$ cat src/verilog/vcu_defines.svh
`ifndef VCU_DEFINES_SVH
`define VCU_DEFINES_SVH
// ----------------------------------------
// register map
// ----------------------------------------
`define VCU_ADDR_W 4
`define VCU_OFF_CTRL 4'h0
`define VCU_OFF_IRQ_STAT 4'h1
`define VCU_OFF_IRQ_EN 4'h2
`define VCU_OFF_IRQ_CLR 4'h3
`define VCU_OFF_SYSOPT 4'h4
// ----------------------------------------
// control register fields
// ----------------------------------------
`define VCU_BIT_ENABLE 7
`define VCU_BIT_REFSEL 6
`define VCU_BIT_FLAG 5
`define VCU_BIT_IRQEN 4
`define VCU_BIT_LIVE 3
`define VCU_BIT_PINEN 2
`define VCU_MODE_HI 1
`define VCU_MODE_LO 0
`define VCU_BIT_ROUTE 0
`define VCU_CTRL_RESET 8'h00
`define VCU_BYTE_ZERO 8'h00
`define VCU_MODE_FALL_A 2'b00
`define VCU_MODE_RISE 2'b01
`define VCU_MODE_FALL_B 2'b10
`define VCU_MODE_BOTH 2'b11
`endif

$ cat src/verilog/vcu_pkg.sv
package vcu_pkg;
  typedef enum logic [1:0] {
    VCU_RUN = 2'b00,
    VCU_WAIT = 2'b01,
    VCU_STOP_LIGHT = 2'b10,
    VCU_STOP_DEEP = 2'b11
  } vcu_pwr_t;

  typedef struct packed {
    logic [3:0] addr;
    logic [7:0] wdata;
    logic wr;
    logic rd;
  } vcu_bus_req_t;

  typedef struct packed {
    logic enable;
    logic refsel;
    logic irqen;
    logic pinen;
    logic [1:0] mode;
  } vcu_ctrl_t;
endpackage

$ cat src/verilog/vcu_edge_detect.sv
`timescale 1ns/1ns
`default_nettype none
`include "vcu_defines.svh"
module vcu_edge_detect (
  input wire logic clk_sys, // bus clock
  input wire logic reset, // sync reset, active high
  input wire logic hold, // freeze state (light stop)
  input wire logic clear, // force back to reset state
  input wire logic async_in, // raw comparator result
  input wire logic [1:0] mode, // event mode field
  output logic sync_out, // synchronised result
  output logic event_hit // one-cycle selected edge
);
  logic meta_q;
  logic sync_q;
  logic prev_q;
  wire rise = sync_q & ~prev_q;
  wire fall = ~sync_q & prev_q;
  wire hit_rise = (mode == `VCU_MODE_RISE) & rise;
  wire hit_fall = ((mode == `VCU_MODE_FALL_A) | (mode == `VCU_MODE_FALL_B)) & fall;
  wire hit_both = (mode == `VCU_MODE_BOTH) & (rise | fall);

  // meta_q is read only by sync_q
  always_ff @(posedge clk_sys) begin
    if (reset | clear) begin
      meta_q <= 1'b0;
      sync_q <= 1'b0;
      prev_q <= 1'b0;
    end else if (!hold) begin
      meta_q <= async_in;
      sync_q <= meta_q;
      prev_q <= sync_q;
    end
  end

  assign sync_out = sync_q;
  assign event_hit = ~hold & ~clear & (hit_rise | hit_fall | hit_both);
endmodule
`default_nettype wire

$ cat src/verilog/vcu_top.sv
// Overview of operation
// enabled comparator keeps comparing and detecting events through wait mode
// in wait, an enabled compare event raises an interrupt that wakes the core
// software should disable the comparator before wait if not a wake source
// comparator inactive in all stop modes, never a stop wake-up source
// deepest stop modes power down; wake-up finds all state reset
// light stop freezes registers, comparator low power, no compares
// light stop left by reset returns the block to reset state
// light stop left by interrupt resumes from the frozen state
// capture routing bit sends comparator output to timer capture channel zero
// while routed, the timer channel zero pin is unavailable externally
// software clears debug pin enable before using the result pin
// software sets bandgap buffer on when internal reference is selected
// event interrupt selectable on rising, falling or either edge
// result can drive a dedicated pin; internal reference selectable
// mode 00/10 falling, 01 rising, 11 either edge
// event flag bit 5 set on event, cleared by writing one
// live result bit 3 reads comparator output, zero while disabled
// with interrupt enable bit 4 set, flag drives interrupt request
// comparator output double synchronised, edges from previous sample
//
// Local design decisions: the address map and the strobed register port.
`timescale 1ns/1ns
`default_nettype none
`include "vcu_defines.svh"
module vcu_top (
  input wire logic clk_sys, // bus clock, 100 MHz
  input wire logic reset, // sync reset, active high
  input wire vcu_pkg::vcu_bus_req_t bus_req, // register port request
  output logic [7:0] rdata, // read data, cycle after read strobe
  input wire vcu_pkg::vcu_pwr_t pwr_mode, // processor power mode
  input wire logic cmp_raw, // asynchronous comparator result
  input wire logic timer_pin_in, // external channel zero pin level
  output logic cmp_power_on, // analog comparator powered and comparing
  output logic ref_select, // 1: internal reference on positive input
  output logic result_pin_out, // dedicated result pin level
  output logic result_pin_oe, // dedicated result pin enable
  output logic capture_in, // timer capture channel zero input
  output logic timer_pin_block, // channel zero pin taken from timer
  output logic irq // level interrupt request
);
  import vcu_pkg::*;

  // ----------------------------------------
  // state
  // ----------------------------------------
  vcu_ctrl_t ctrl_q, ctrl_d;
  logic flag_q, flag_d;
  logic route_q;
  logic irq_stat_q;
  logic irq_en_q;
  logic [7:0] rdata_q, rdata_d;
  logic cmp_power_q, ref_q, pin_out_q, pin_oe_q, cap_q, block_q, irq_q;
  logic sync_res;
  logic ev_hit;

  // ----------------------------------------
  // power modes
  // ----------------------------------------
  wire in_light_stop = (pwr_mode == VCU_STOP_LIGHT);
  wire in_deep_stop = (pwr_mode == VCU_STOP_DEEP);
  // deep stop loses everything, so model it as a held reset
  wire soft_reset = reset | in_deep_stop;
  // comparator only runs in run and wait
  wire running = ctrl_q.enable & ~in_light_stop & ~in_deep_stop;

  vcu_edge_detect u_edge (
    .clk_sys(clk_sys),
    .reset(reset),
    // analog output is junk until powered, so hold off sampling one cycle
    .hold(in_light_stop | ~cmp_power_q),
    .clear(in_deep_stop | ~ctrl_q.enable),
    .async_in(cmp_raw),
    .mode(ctrl_q.mode),
    .sync_out(sync_res),
    .event_hit(ev_hit)
  );

  // ----------------------------------------
  // register decode
  // ----------------------------------------
  function automatic logic hit(input vcu_bus_req_t r, input logic [3:0] off);
    hit = (r.addr == off);
  endfunction

  wire wr_ctrl = bus_req.wr & hit(bus_req, `VCU_OFF_CTRL);
  wire wr_en = bus_req.wr & hit(bus_req, `VCU_OFF_IRQ_EN);
  wire wr_clr = bus_req.wr & hit(bus_req, `VCU_OFF_IRQ_CLR);
  wire wr_opt = bus_req.wr & hit(bus_req, `VCU_OFF_SYSOPT);
  // frozen registers ignore writes too (no clock in light stop)
  wire wr_ok = ~in_light_stop;
  wire new_ev = running & ev_hit;
  wire flag_clr = wr_ctrl & bus_req.wdata[`VCU_BIT_FLAG];
  wire stat_clr = wr_clr & bus_req.wdata[`VCU_BIT_FLAG];
  wire live_bit = ctrl_q.enable & sync_res;

  always_comb begin
    ctrl_d = ctrl_q;
    if (wr_ctrl & wr_ok) begin
      ctrl_d.enable = bus_req.wdata[`VCU_BIT_ENABLE];
      ctrl_d.refsel = bus_req.wdata[`VCU_BIT_REFSEL];
      ctrl_d.irqen = bus_req.wdata[`VCU_BIT_IRQEN];
      ctrl_d.pinen = bus_req.wdata[`VCU_BIT_PINEN];
      ctrl_d.mode = bus_req.wdata[`VCU_MODE_HI:`VCU_MODE_LO];
    end
  end

  // set wins over a write-one clear in the same cycle
  assign flag_d = new_ev | (flag_q & ~(flag_clr & wr_ok));

  always_comb begin
    rdata_d = `VCU_BYTE_ZERO;
    if (bus_req.rd) begin
      unique case (bus_req.addr)
        `VCU_OFF_CTRL: begin
          rdata_d[`VCU_BIT_ENABLE] = ctrl_q.enable;
          rdata_d[`VCU_BIT_REFSEL] = ctrl_q.refsel;
          rdata_d[`VCU_BIT_FLAG] = flag_q;
          rdata_d[`VCU_BIT_IRQEN] = ctrl_q.irqen;
          rdata_d[`VCU_BIT_LIVE] = live_bit;
          rdata_d[`VCU_BIT_PINEN] = ctrl_q.pinen;
          rdata_d[`VCU_MODE_HI:`VCU_MODE_LO] = ctrl_q.mode;
        end
        `VCU_OFF_IRQ_STAT: rdata_d[`VCU_BIT_FLAG] = irq_stat_q;
        `VCU_OFF_IRQ_EN: rdata_d[`VCU_BIT_FLAG] = irq_en_q;
        `VCU_OFF_SYSOPT: rdata_d[`VCU_BIT_ROUTE] = route_q;
        default: rdata_d = `VCU_BYTE_ZERO;
      endcase
    end
  end

  // ----------------------------------------
  // registers
  // ----------------------------------------
  // light stop holds every register; exit by interrupt resumes
  always_ff @(posedge clk_sys) begin
    if (soft_reset) begin
      ctrl_q <= vcu_ctrl_t'(`VCU_CTRL_RESET);
      flag_q <= 1'b0;
      route_q <= 1'b0;
      irq_stat_q <= 1'b0;
      irq_en_q <= 1'b0;
    end else begin
      ctrl_q <= ctrl_d;
      flag_q <= flag_d;
      if (wr_opt & wr_ok) route_q <= bus_req.wdata[`VCU_BIT_ROUTE];
      if (wr_en & wr_ok) irq_en_q <= bus_req.wdata[`VCU_BIT_FLAG];
      irq_stat_q <= new_ev | (irq_stat_q & ~(stat_clr & wr_ok));
    end
  end

  // outputs straight from flip-flops
  always_ff @(posedge clk_sys) begin
    if (soft_reset) begin
      rdata_q <= `VCU_BYTE_ZERO;
      cmp_power_q <= 1'b0;
      ref_q <= 1'b0;
      pin_out_q <= 1'b0;
      pin_oe_q <= 1'b0;
      cap_q <= 1'b0;
      block_q <= 1'b0;
      irq_q <= 1'b0;
    end else begin
      rdata_q <= rdata_d;
      cmp_power_q <= running;
      ref_q <= ctrl_q.refsel;
      pin_oe_q <= ctrl_q.pinen & ctrl_q.enable;
      pin_out_q <= live_bit;
      cap_q <= route_q ? live_bit : timer_pin_in;
      block_q <= route_q;
      // no request in stop, so no stop wake-up; flag or sticky status
      irq_q <= ~in_light_stop & ((ctrl_q.irqen & flag_d) | (irq_en_q & irq_stat_q));
    end
  end

  assign rdata = rdata_q;
  assign cmp_power_on = cmp_power_q;
  assign ref_select = ref_q;
  assign result_pin_out = pin_out_q;
  assign result_pin_oe = pin_oe_q;
  assign capture_in = cap_q;
  assign timer_pin_block = block_q;
  assign irq = irq_q;

  // ----------------------------------------
  // assertions
  // ----------------------------------------
  a_flag_sets: assert property (@(posedge clk_sys) disable iff (soft_reset)
    new_ev |=> flag_q) else $error("event did not set flag");
  a_flag_sticky: assert property (@(posedge clk_sys) disable iff (soft_reset)
    flag_q & ~flag_clr |=> flag_q) else $error("flag dropped without clear");
  a_live_zero: assert property (@(posedge clk_sys) disable iff (soft_reset)
    bus_req.rd & hit(bus_req, `VCU_OFF_CTRL) & ~ctrl_q.enable |=> ~rdata[`VCU_BIT_LIVE])
    else $error("live bit set while disabled");
  a_irq_follow: assert property (@(posedge clk_sys) disable iff (soft_reset)
    ctrl_q.irqen & flag_q & ~in_light_stop & ~flag_clr |=> irq)
    else $error("flag with enable gave no irq");
  a_stop_quiet: assert property (@(posedge clk_sys) disable iff (reset)
    in_light_stop |=> ~irq & ~cmp_power_on) else $error("activity in stop");
  a_stop_hold: assert property (@(posedge clk_sys) disable iff (reset)
    in_light_stop |=> ctrl_q == $past(ctrl_q) && flag_q == $past(flag_q))
    else $error("register changed in light stop");
  a_deep_reset: assert property (@(posedge clk_sys) disable iff (reset)
    in_deep_stop |=> ctrl_q == vcu_ctrl_t'(`VCU_CTRL_RESET) && !flag_q)
    else $error("deep stop kept state");
  a_route_cap: assert property (@(posedge clk_sys) disable iff (soft_reset)
    route_q |=> capture_in == $past(live_bit)) else $error("capture not routed");
  a_route_pin: assert property (@(posedge clk_sys) disable iff (soft_reset)
    route_q |=> timer_pin_block) else $error("timer pin not blocked");
  a_wait_runs: assert property (@(posedge clk_sys) disable iff (soft_reset)
    pwr_mode == VCU_WAIT & ctrl_q.enable |=> cmp_power_on) else $error("off in wait");
  c_wait_wake: cover property (@(posedge clk_sys) pwr_mode == VCU_WAIT & irq);
  c_both_edge: cover property (@(posedge clk_sys) ctrl_q.mode == `VCU_MODE_BOTH & new_ev);
  c_set_clear: cover property (@(posedge clk_sys) new_ev & flag_clr);
  c_routed: cover property (@(posedge clk_sys) route_q & live_bit);
endmodule
`default_nettype wire

$ cat config.mk
export PLATFORM = sky130hd
export DESIGN_NAME = vcu_top
export DESIGN_NICKNAME = d
export VERILOG_FILES = /design/src/verilog/vcu_pkg.sv /design/src/verilog/vcu_edge_detect.sv /design/src/verilog/vcu_top.sv
export VERILOG_INCLUDE_DIRS = /design/src /design/src/verilog
export SDC_FILE = /design/constraint.sdc
export NUM_CORES = 1
export LEC_CHECK = 0
export BUFFER_PORTS_ARGS = -buffer_cell sky130_fd_sc_hd__buf_4
export CAP_MARGIN = 30
export CORE_MARGIN = 4
export CORE_UTILIZATION = 25
export DETAILED_ROUTE_END_ITERATION = 10
export RECOVER_POWER = 100
export SYNTH_ARGS = -nofsm -noshare
export SYNTH_HDL_FRONTEND = slang
export SYNTH_SLANG_ARGS = --single-unit
$ cat constraint.sdc
create_clock -name clk_sys -period 4.6 [get_ports clk_sys]
set_clock_uncertainty 0.15 [all_clocks]
set_input_delay 0.46 -clock clk_sys [delete_from_list [all_inputs] [get_ports clk_sys]]
set_output_delay 0.46 -clock clk_sys [all_outputs]
set_load 0.02 [all_outputs]
==> key figures, run 1 <==
Floorplanning
  • Chip height: 73.7 um
  • Site Rows: 23
  • I/O pin count: 35
  • Core ar.: 4090 sq um
  • Die area: 5430 sq um
  • Width of the chip: 73.7 um
  • Initial Util: 26.4%

Logic synthesis
  • Post-Synth XOR/XNOR Area: 0%
  • Multiplexer area fraction after synthesis: 8.34%
  • Async S/R FF share, synth: 0%
  • EDFF count, synth: 0
  • Post-synthesis simple-gate area fraction: 25.5%
  • Largest family of logic cells by synthesized area: simple AND/OR/NAND/NOR gates
  • Seq cells post-synth: 28
  • Syn nets: 133
  • Compound-gate portion of the synthesized area: 9.73%
  • Sequential element share of the synthesized area: 51.9%
  • Ys flop type: dfxtp_1
  • Post-Syn Area per Cell: 9.73 sq um
  • Post-Synthesis Cells: 111
  • Cell Area, Synth: 1080 sq um
  • Distinct cells, synth: 27
  • Synth warn: 0
  • Synth Area in Adders: 2.32%

Power
  • Total power: 0.000397 W
  • Pwr dens: 300 nW/um^2
  • Leakage: 0.541 nW
  • Combinational Power Share: 6.9%
  • Register share of total power: 61.4%
  • Net Sw Power: 0.0000821 W
  • VDD IR max: 92.6 uV
  • Clock Power Share: 31.7%
  • Pint: 0.000315 W
  • Switching share of power: 20.7%

Clock network
  • Clk sinks: 28
  • Clk Latency, worst-skew pair: 0.26 ns
  • CTS tree: yes
  • CTS Buf Count: 3
  • Hold_buf cts: 0
  • Post-CTS setup buffer count: 0
  • Maximum root-to-sink buffer count: 2
  • H-Tree Depth: 1
  • CTS resizes: 0
  • CTS Root Cell: clkbuf_8
  • Clock transition at the registers of the reported paths: 0.08 ns

Timing
  • Fin. Hold Viols: 0
  • Worst-Margin Slew: 0.516 ns
  • Final setup TNS: 0 ns
  • RSZ-0062 raised after global routing: false
  • Min Hold Slack: 0.233 ns
  • # setup viols final: 0
  • Fin crit period: 2.06 ns
  • Max Clk Rate: 0.486 GHz
  • Final Cycle Share: 44.8%
  • Slew Limit Fails: 0
  • Slew HR: 65.5%

Detailed routing
  • Post-Route WL: 2500 um
  • Initial DRC count: 52
  • DR pass1 iterations: 4
  • Antenna viol nets, final: 0
  • Drt drc: 0
  • Vias per cell: 4.65
  • Via count: 906
  • WL/cell: 12.8 um

Finish
  • Share of layout cells above drive strength 1: 13.1%
  • ANT cells: 0
  • Fill count: 450
  • Area growth syn-to-layout: 22.6%
  • Commonest non-fill, non-tap cell in the layout: dfxtp_1
  • Most frequent cells in the layout: 28 x dfxtp_1, 17 x clkbuf_1, 16 x buf_4
  • Fin cells: 195
  • NumNets Final: 169

Global routing
  • First-pass GRT wire length: 4080 um
  • Gr usage total: 9.56%
  • Initial antenna violation count: 0
  • Vias in the first global route: 857
  • Largest net degree at the start of global routing: 15
  • Grt ovf: 0

Hold path
  • Worst Hold Class: input port to flip-flop

Worst setup path
  • Nature of the critical path endpoint: flip-flop
  • Crit start category: input port
  • Maximum fanout along the worst path: 8
  • Critical path arrival: 2.05 ns
  • Req. time, crit path: 4.59 ns
  • Crit Path Category: input port to flip-flop

Placed design
  • Routability-driven placement congestion ratio: 0.727
  • Buffers on Ports: 33
  • Placed cell count: 192
  • Dpl hpwl: 1980 um

Outcome
  • Status: complete, no violations

Job
  • Number of max-cap violations: 0
-- final cells by class --
type	count	area [sq um]	share of cell area (%)
sequential	28	561	42.3
multi-input combinational	77	460	34.8
timing repair buffer	33	184	13.9
tap	50	62.6	4.73
clock buffer	3	41.3	3.12
inverter	4	15.0	1.13
-- stage by stage --
stage	util (%)	cell area, sq um	setup WS (ns)
after CTS	34.8	1420	2.87
after global placement	33.8	1380	2.82
after global routing	32.4	1320	2.36
after floorplan	-	1080	3.05
after detailed placement	33.8	1380	2.80
final	32.4	1320	2.54
-- metal layers --
metal	vias up	global-route usage (%)	wire length [um]
met5	-	0	0
met4	0	3.62	21
met3	2	2.60	236
met2	23	16.0	1210
met1	429	11.5	1040
li1	452	-	-
-- critical path, stage by stage --
cell and delay, ns:
clkbuf_1 0.12, nor4_1 0.47, nand3_1 0.50, o2111ai_1 0.37, o211ai_1 0.12
-- sequential cells by signal (all words and copies together) (netlist names) --
signal / count
rdata: 8
ctrl_q: 6
capture_in: 1
cmp_power_on: 1
flag_q: 1
irq: 1
irq_en_q: 1
irq_stat_q: 1
ref_select: 1
result_pin_oe: 1
result_pin_out: 1
route_q: 1
timer_pin_block: 1
u_edge.meta_q: 1
u_edge.prev_q: 1
u_edge.sync_out: 1
-- worst paths after layout --
kind                                       from             to  slack [ns]  cells past startpoint
worst max-delay path                bus_req[13]            irq        2.54                      5
worst min-delay path                bus_req[12]       rdata[5]        0.23                      2
worst max register to register  u_edge.sync_out            irq        2.89                      6
worst min register to register    u_edge.meta_q  u_edge.meta_q        0.33                      2
-- power groups by stage --
stage	combinational, W	clock, W	sequential [W]
floorplan	0.00000998	0	0.000250
global placement	0.0000300	0	0.000249
detailed placement	0.0000304	0	0.000250
CTS	0.0000306	0.000130	0.000244
global route	0.0000302	0.000138	0.000244
finish	0.0000272	0.000126	0.000244
-- synth_stat cells (2+ instances only) --
library cell  count  area [sq um]
inv_1             4          15.0
nand3_1           6          30.0
and3_1            2          12.5
o21ai_0           2          10.0
ha_1              2          25.0
dfxtp_1          28           561
a21oi_1           7          35.0
nor2_1           14          52.6
mux2i_1           9          90.1
nand2b_1          3          18.8
o211ai_1          2          15.0
nand4_1           2          12.5
nand2_1          10          37.5
and2_1            7          43.8
-- cells by family after synthesis --
group,count (synthesis)
buffers and inverters,6
flip-flops,28
adder cells (fa/ha/maj),2
AO/OA/AOI/OAI,16
AND/OR/NAND/NOR,50
multiplexers,9
(Power assumes the default switching activity.)
==> inputs of run 2 (changes only) <==
==> constraint.sdc (replaced) <==
create_clock -name clk_sys -period 1.85 [get_ports clk_sys]
set_clock_uncertainty 0.15 [all_clocks]
set_input_delay 0.185 -clock clk_sys [delete_from_list [all_inputs] [get_ports clk_sys]]
set_output_delay 0.185 -clock clk_sys [all_outputs]
set_load 0.02 [all_outputs]
==> key figures, run 2 (synthesis gave the netlist of run 1 again) <==
Clock network
  • CTS tree: yes
  • Clk sinks: 28
  • CTS Buf Count: 3
  • Maximum root-to-sink buffer count: 2
  • H-Tree Depth: 1
  • Post-CTS setup buffer count: 0
  • CTS Root Cell: clkbuf_8
  • Clk Latency, worst-skew pair: 0.27 ns
  • Clock transition at the registers of the reported paths: 0.09 ns

Detailed routing
  • WL/cell: 12.5 um
  • Post-Route WL: 2520 um
  • Initial DRC count: 51
  • DR pass1 iterations: 4
  • DRT met1 WL: 1110 um
  • Drt drc: 0
  • Metal3 WL: 206 um
  • Via count: 910
  • Max Used Layer: met4
  • Antenna viol nets, final: 0
  • Vias per cell: 4.50
  • Met2 wire length: 1160 um

Hold path
  • WHS Path Cells: 3
  • Worst Hold Class: input port to flip-flop
  • Hold Path End: ctrl_q[2]
  • Min-Delay Startpoint: bus_req[4]

Worst setup path
  • Nature of the critical path endpoint: flip-flop
  • Req. time, crit path: 1.85 ns
  • Reg2reg end: irq
  • Reg-to-reg setup timing slack: 0.27 ns
  • Maximum fanout along the worst path: 8
  • Critical path cell sequence: dlygate4sd3_1, buf_4, nor4_4, nand3_4, o2111ai_1, o211ai_1
  • Critical path arrival: 1.68 ns
  • Crit start category: input port
  • Critical path's largest stage delay: 0.54 ns
  • Slowest cell on crit path: dlygate4sd3_1
  • FF-to-FF path depth: 6
  • Crit Reg-Reg Startpoint: u_edge.sync_out
  • Crit Path Category: input port to flip-flop

Timing
  • Final Cycle Share: 90.4%
  • Fin. Hold Viols: 0
  • Max Clk Rate: 0.598 GHz
  • Fin crit period: 1.67 ns
  • Slew Limit Fails: 0
  • Worst-Margin Slew: 0.436 ns
  • # setup viols final: 0
  • Final setup TNS: 0 ns
  • RSZ-0062 raised after global routing: false
  • Slew HR: 70.9%

Power
  • Register share of total power: 57.5%
  • Switching share of power: 20.9%
  • Leakage: 0.581 nW
  • Clock Power Share: 35.0%
  • Combinational Power Share: 7.5%
  • Pwr dens: 739 nW/um^2
  • VDD IR max: 261 uV
  • Net Sw Power: 0.000221 W
  • Pint: 0.000834 W

Global routing
  • First-pass GRT wire length: 4040 um
  • Initial antenna violation count: 0
  • Grt ovf: 0
  • Gr usage total: 9.31%
  • Vias in the first global route: 931
  • Largest net degree at the start of global routing: 16

Placed design
  • Routability-driven placement congestion ratio: 0.708
  • DP Area: 1390 sq um
  • Dpl hpwl: 1940 um
  • Buffers on Ports: 33

Finish
  • Share of layout cells above drive strength 1: 15.8%
  • Commonest non-fill, non-tap cell in the layout: dfxtp_1
  • Final Instance Area: 1430 sq um
  • NumNets Final: 175
  • Area growth syn-to-layout: 32.1%
  • ANT cells: 0
  • Most frequent cells in the layout: 28 x dfxtp_1, 18 x buf_4, 16 x clkbuf_1
  • Max FFs per register: 8
  • Core Util, Final: 34.9%

Floorplanning
  • Initial Util: 26.4%
  • I/O pin count: 35
  • Core ar.: 4090 sq um
  • Die area: 5430 sq um
  • Width of the chip: 73.7 um
  • Site Rows: 23
  • Chip height: 73.7 um

Job
  • Number of max-cap violations: 0

Outcome
  • Status: complete, no violations
[run 2: changes by cell type in the layout (fill, tap and decap cells not counted)]
cell	previous run	this run
nand3_1	7	6
nor4_4	0	1
clkbuf_8	3	4
nand3_4	0	1
and2_0	2	5
dlygate4sd3_1	0	5
and2_1	5	2
buf_4	16	18
nor4_1	2	1
clkbuf_1	17	16
[run 2: final cells by class]
type | instances | area (sq um)
tap | 50 | 62.6
timing repair buffer | 39 | 245
clock buffer | 4 | 55.1
sequential | 28 | 561
multi-input combinational | 77 | 488
fill | 437 | 2660
inverter | 4 | 15.0
[run 2: worst max path at each step]
stage,from,end,slack (ns),depth (start not counted)
after floorplan,u_edge.sync_out,irq,0.30,6
after global placement,u_edge.sync_out,irq,0.31,6
after detailed placement,u_edge.sync_out,irq,0.27,6
after CTS,bus_req[12],irq,0.10,6
after global routing,bus_req[12],irq,0.07,6
final,bus_req[12],irq,0.18,6
[run 2: metal layers]
layer,vias to the layer above,GRT usage (%)
met5,-,0
met4,0,3.02
met3,4,2.74
met2,27,16.0
met1,416,11.0
li1,463,-
[run 2: power by group through the flow]
stage,combinational [W],clock [W],sequential (W)
after floorplan,0.0000248,0,0.000622
after global placement,0.0000745,0,0.000620
after detailed placement,0.0000750,0,0.000620
after CTS,0.0000806,0.000376,0.000606
after global routing,0.0000872,0.000402,0.000607
final,0.0000795,0.000369,0.000606
[run 2: metrics by stage]
stage / hold slack [ns] / setup slack, ns / power (W) / cells
final: 0.00217 / 0.177 / 0.00105 / 202
after floorplan: 0.107 / 0.302 / 0.000647 / 111
after CTS: 0.00185 / 0.101 / 0.00106 / 201
after detailed placement: 0.255 / 0.275 / 0.000695 / 193
after global routing: 0.00918 / 0.0661 / 0.00110 / 202
after global placement: 0.249 / 0.306 / 0.000695 / 193
[run 2: timing repair]
item,4_1_cts,5_1_grt
hold buffers,4,1
endpoints found under the setup margin,0,1
gates resized for setup,0,0
hold endpoints to repair,3,1
[run 2: critical path: cells and delay by family]
| family | cells | cell delay (ns) |
|---|---|---|
| compound gates | 2 | 0.35 |
| buf+inv | 2 | 0.70 |
| simple gates | 2 | 0.45 |
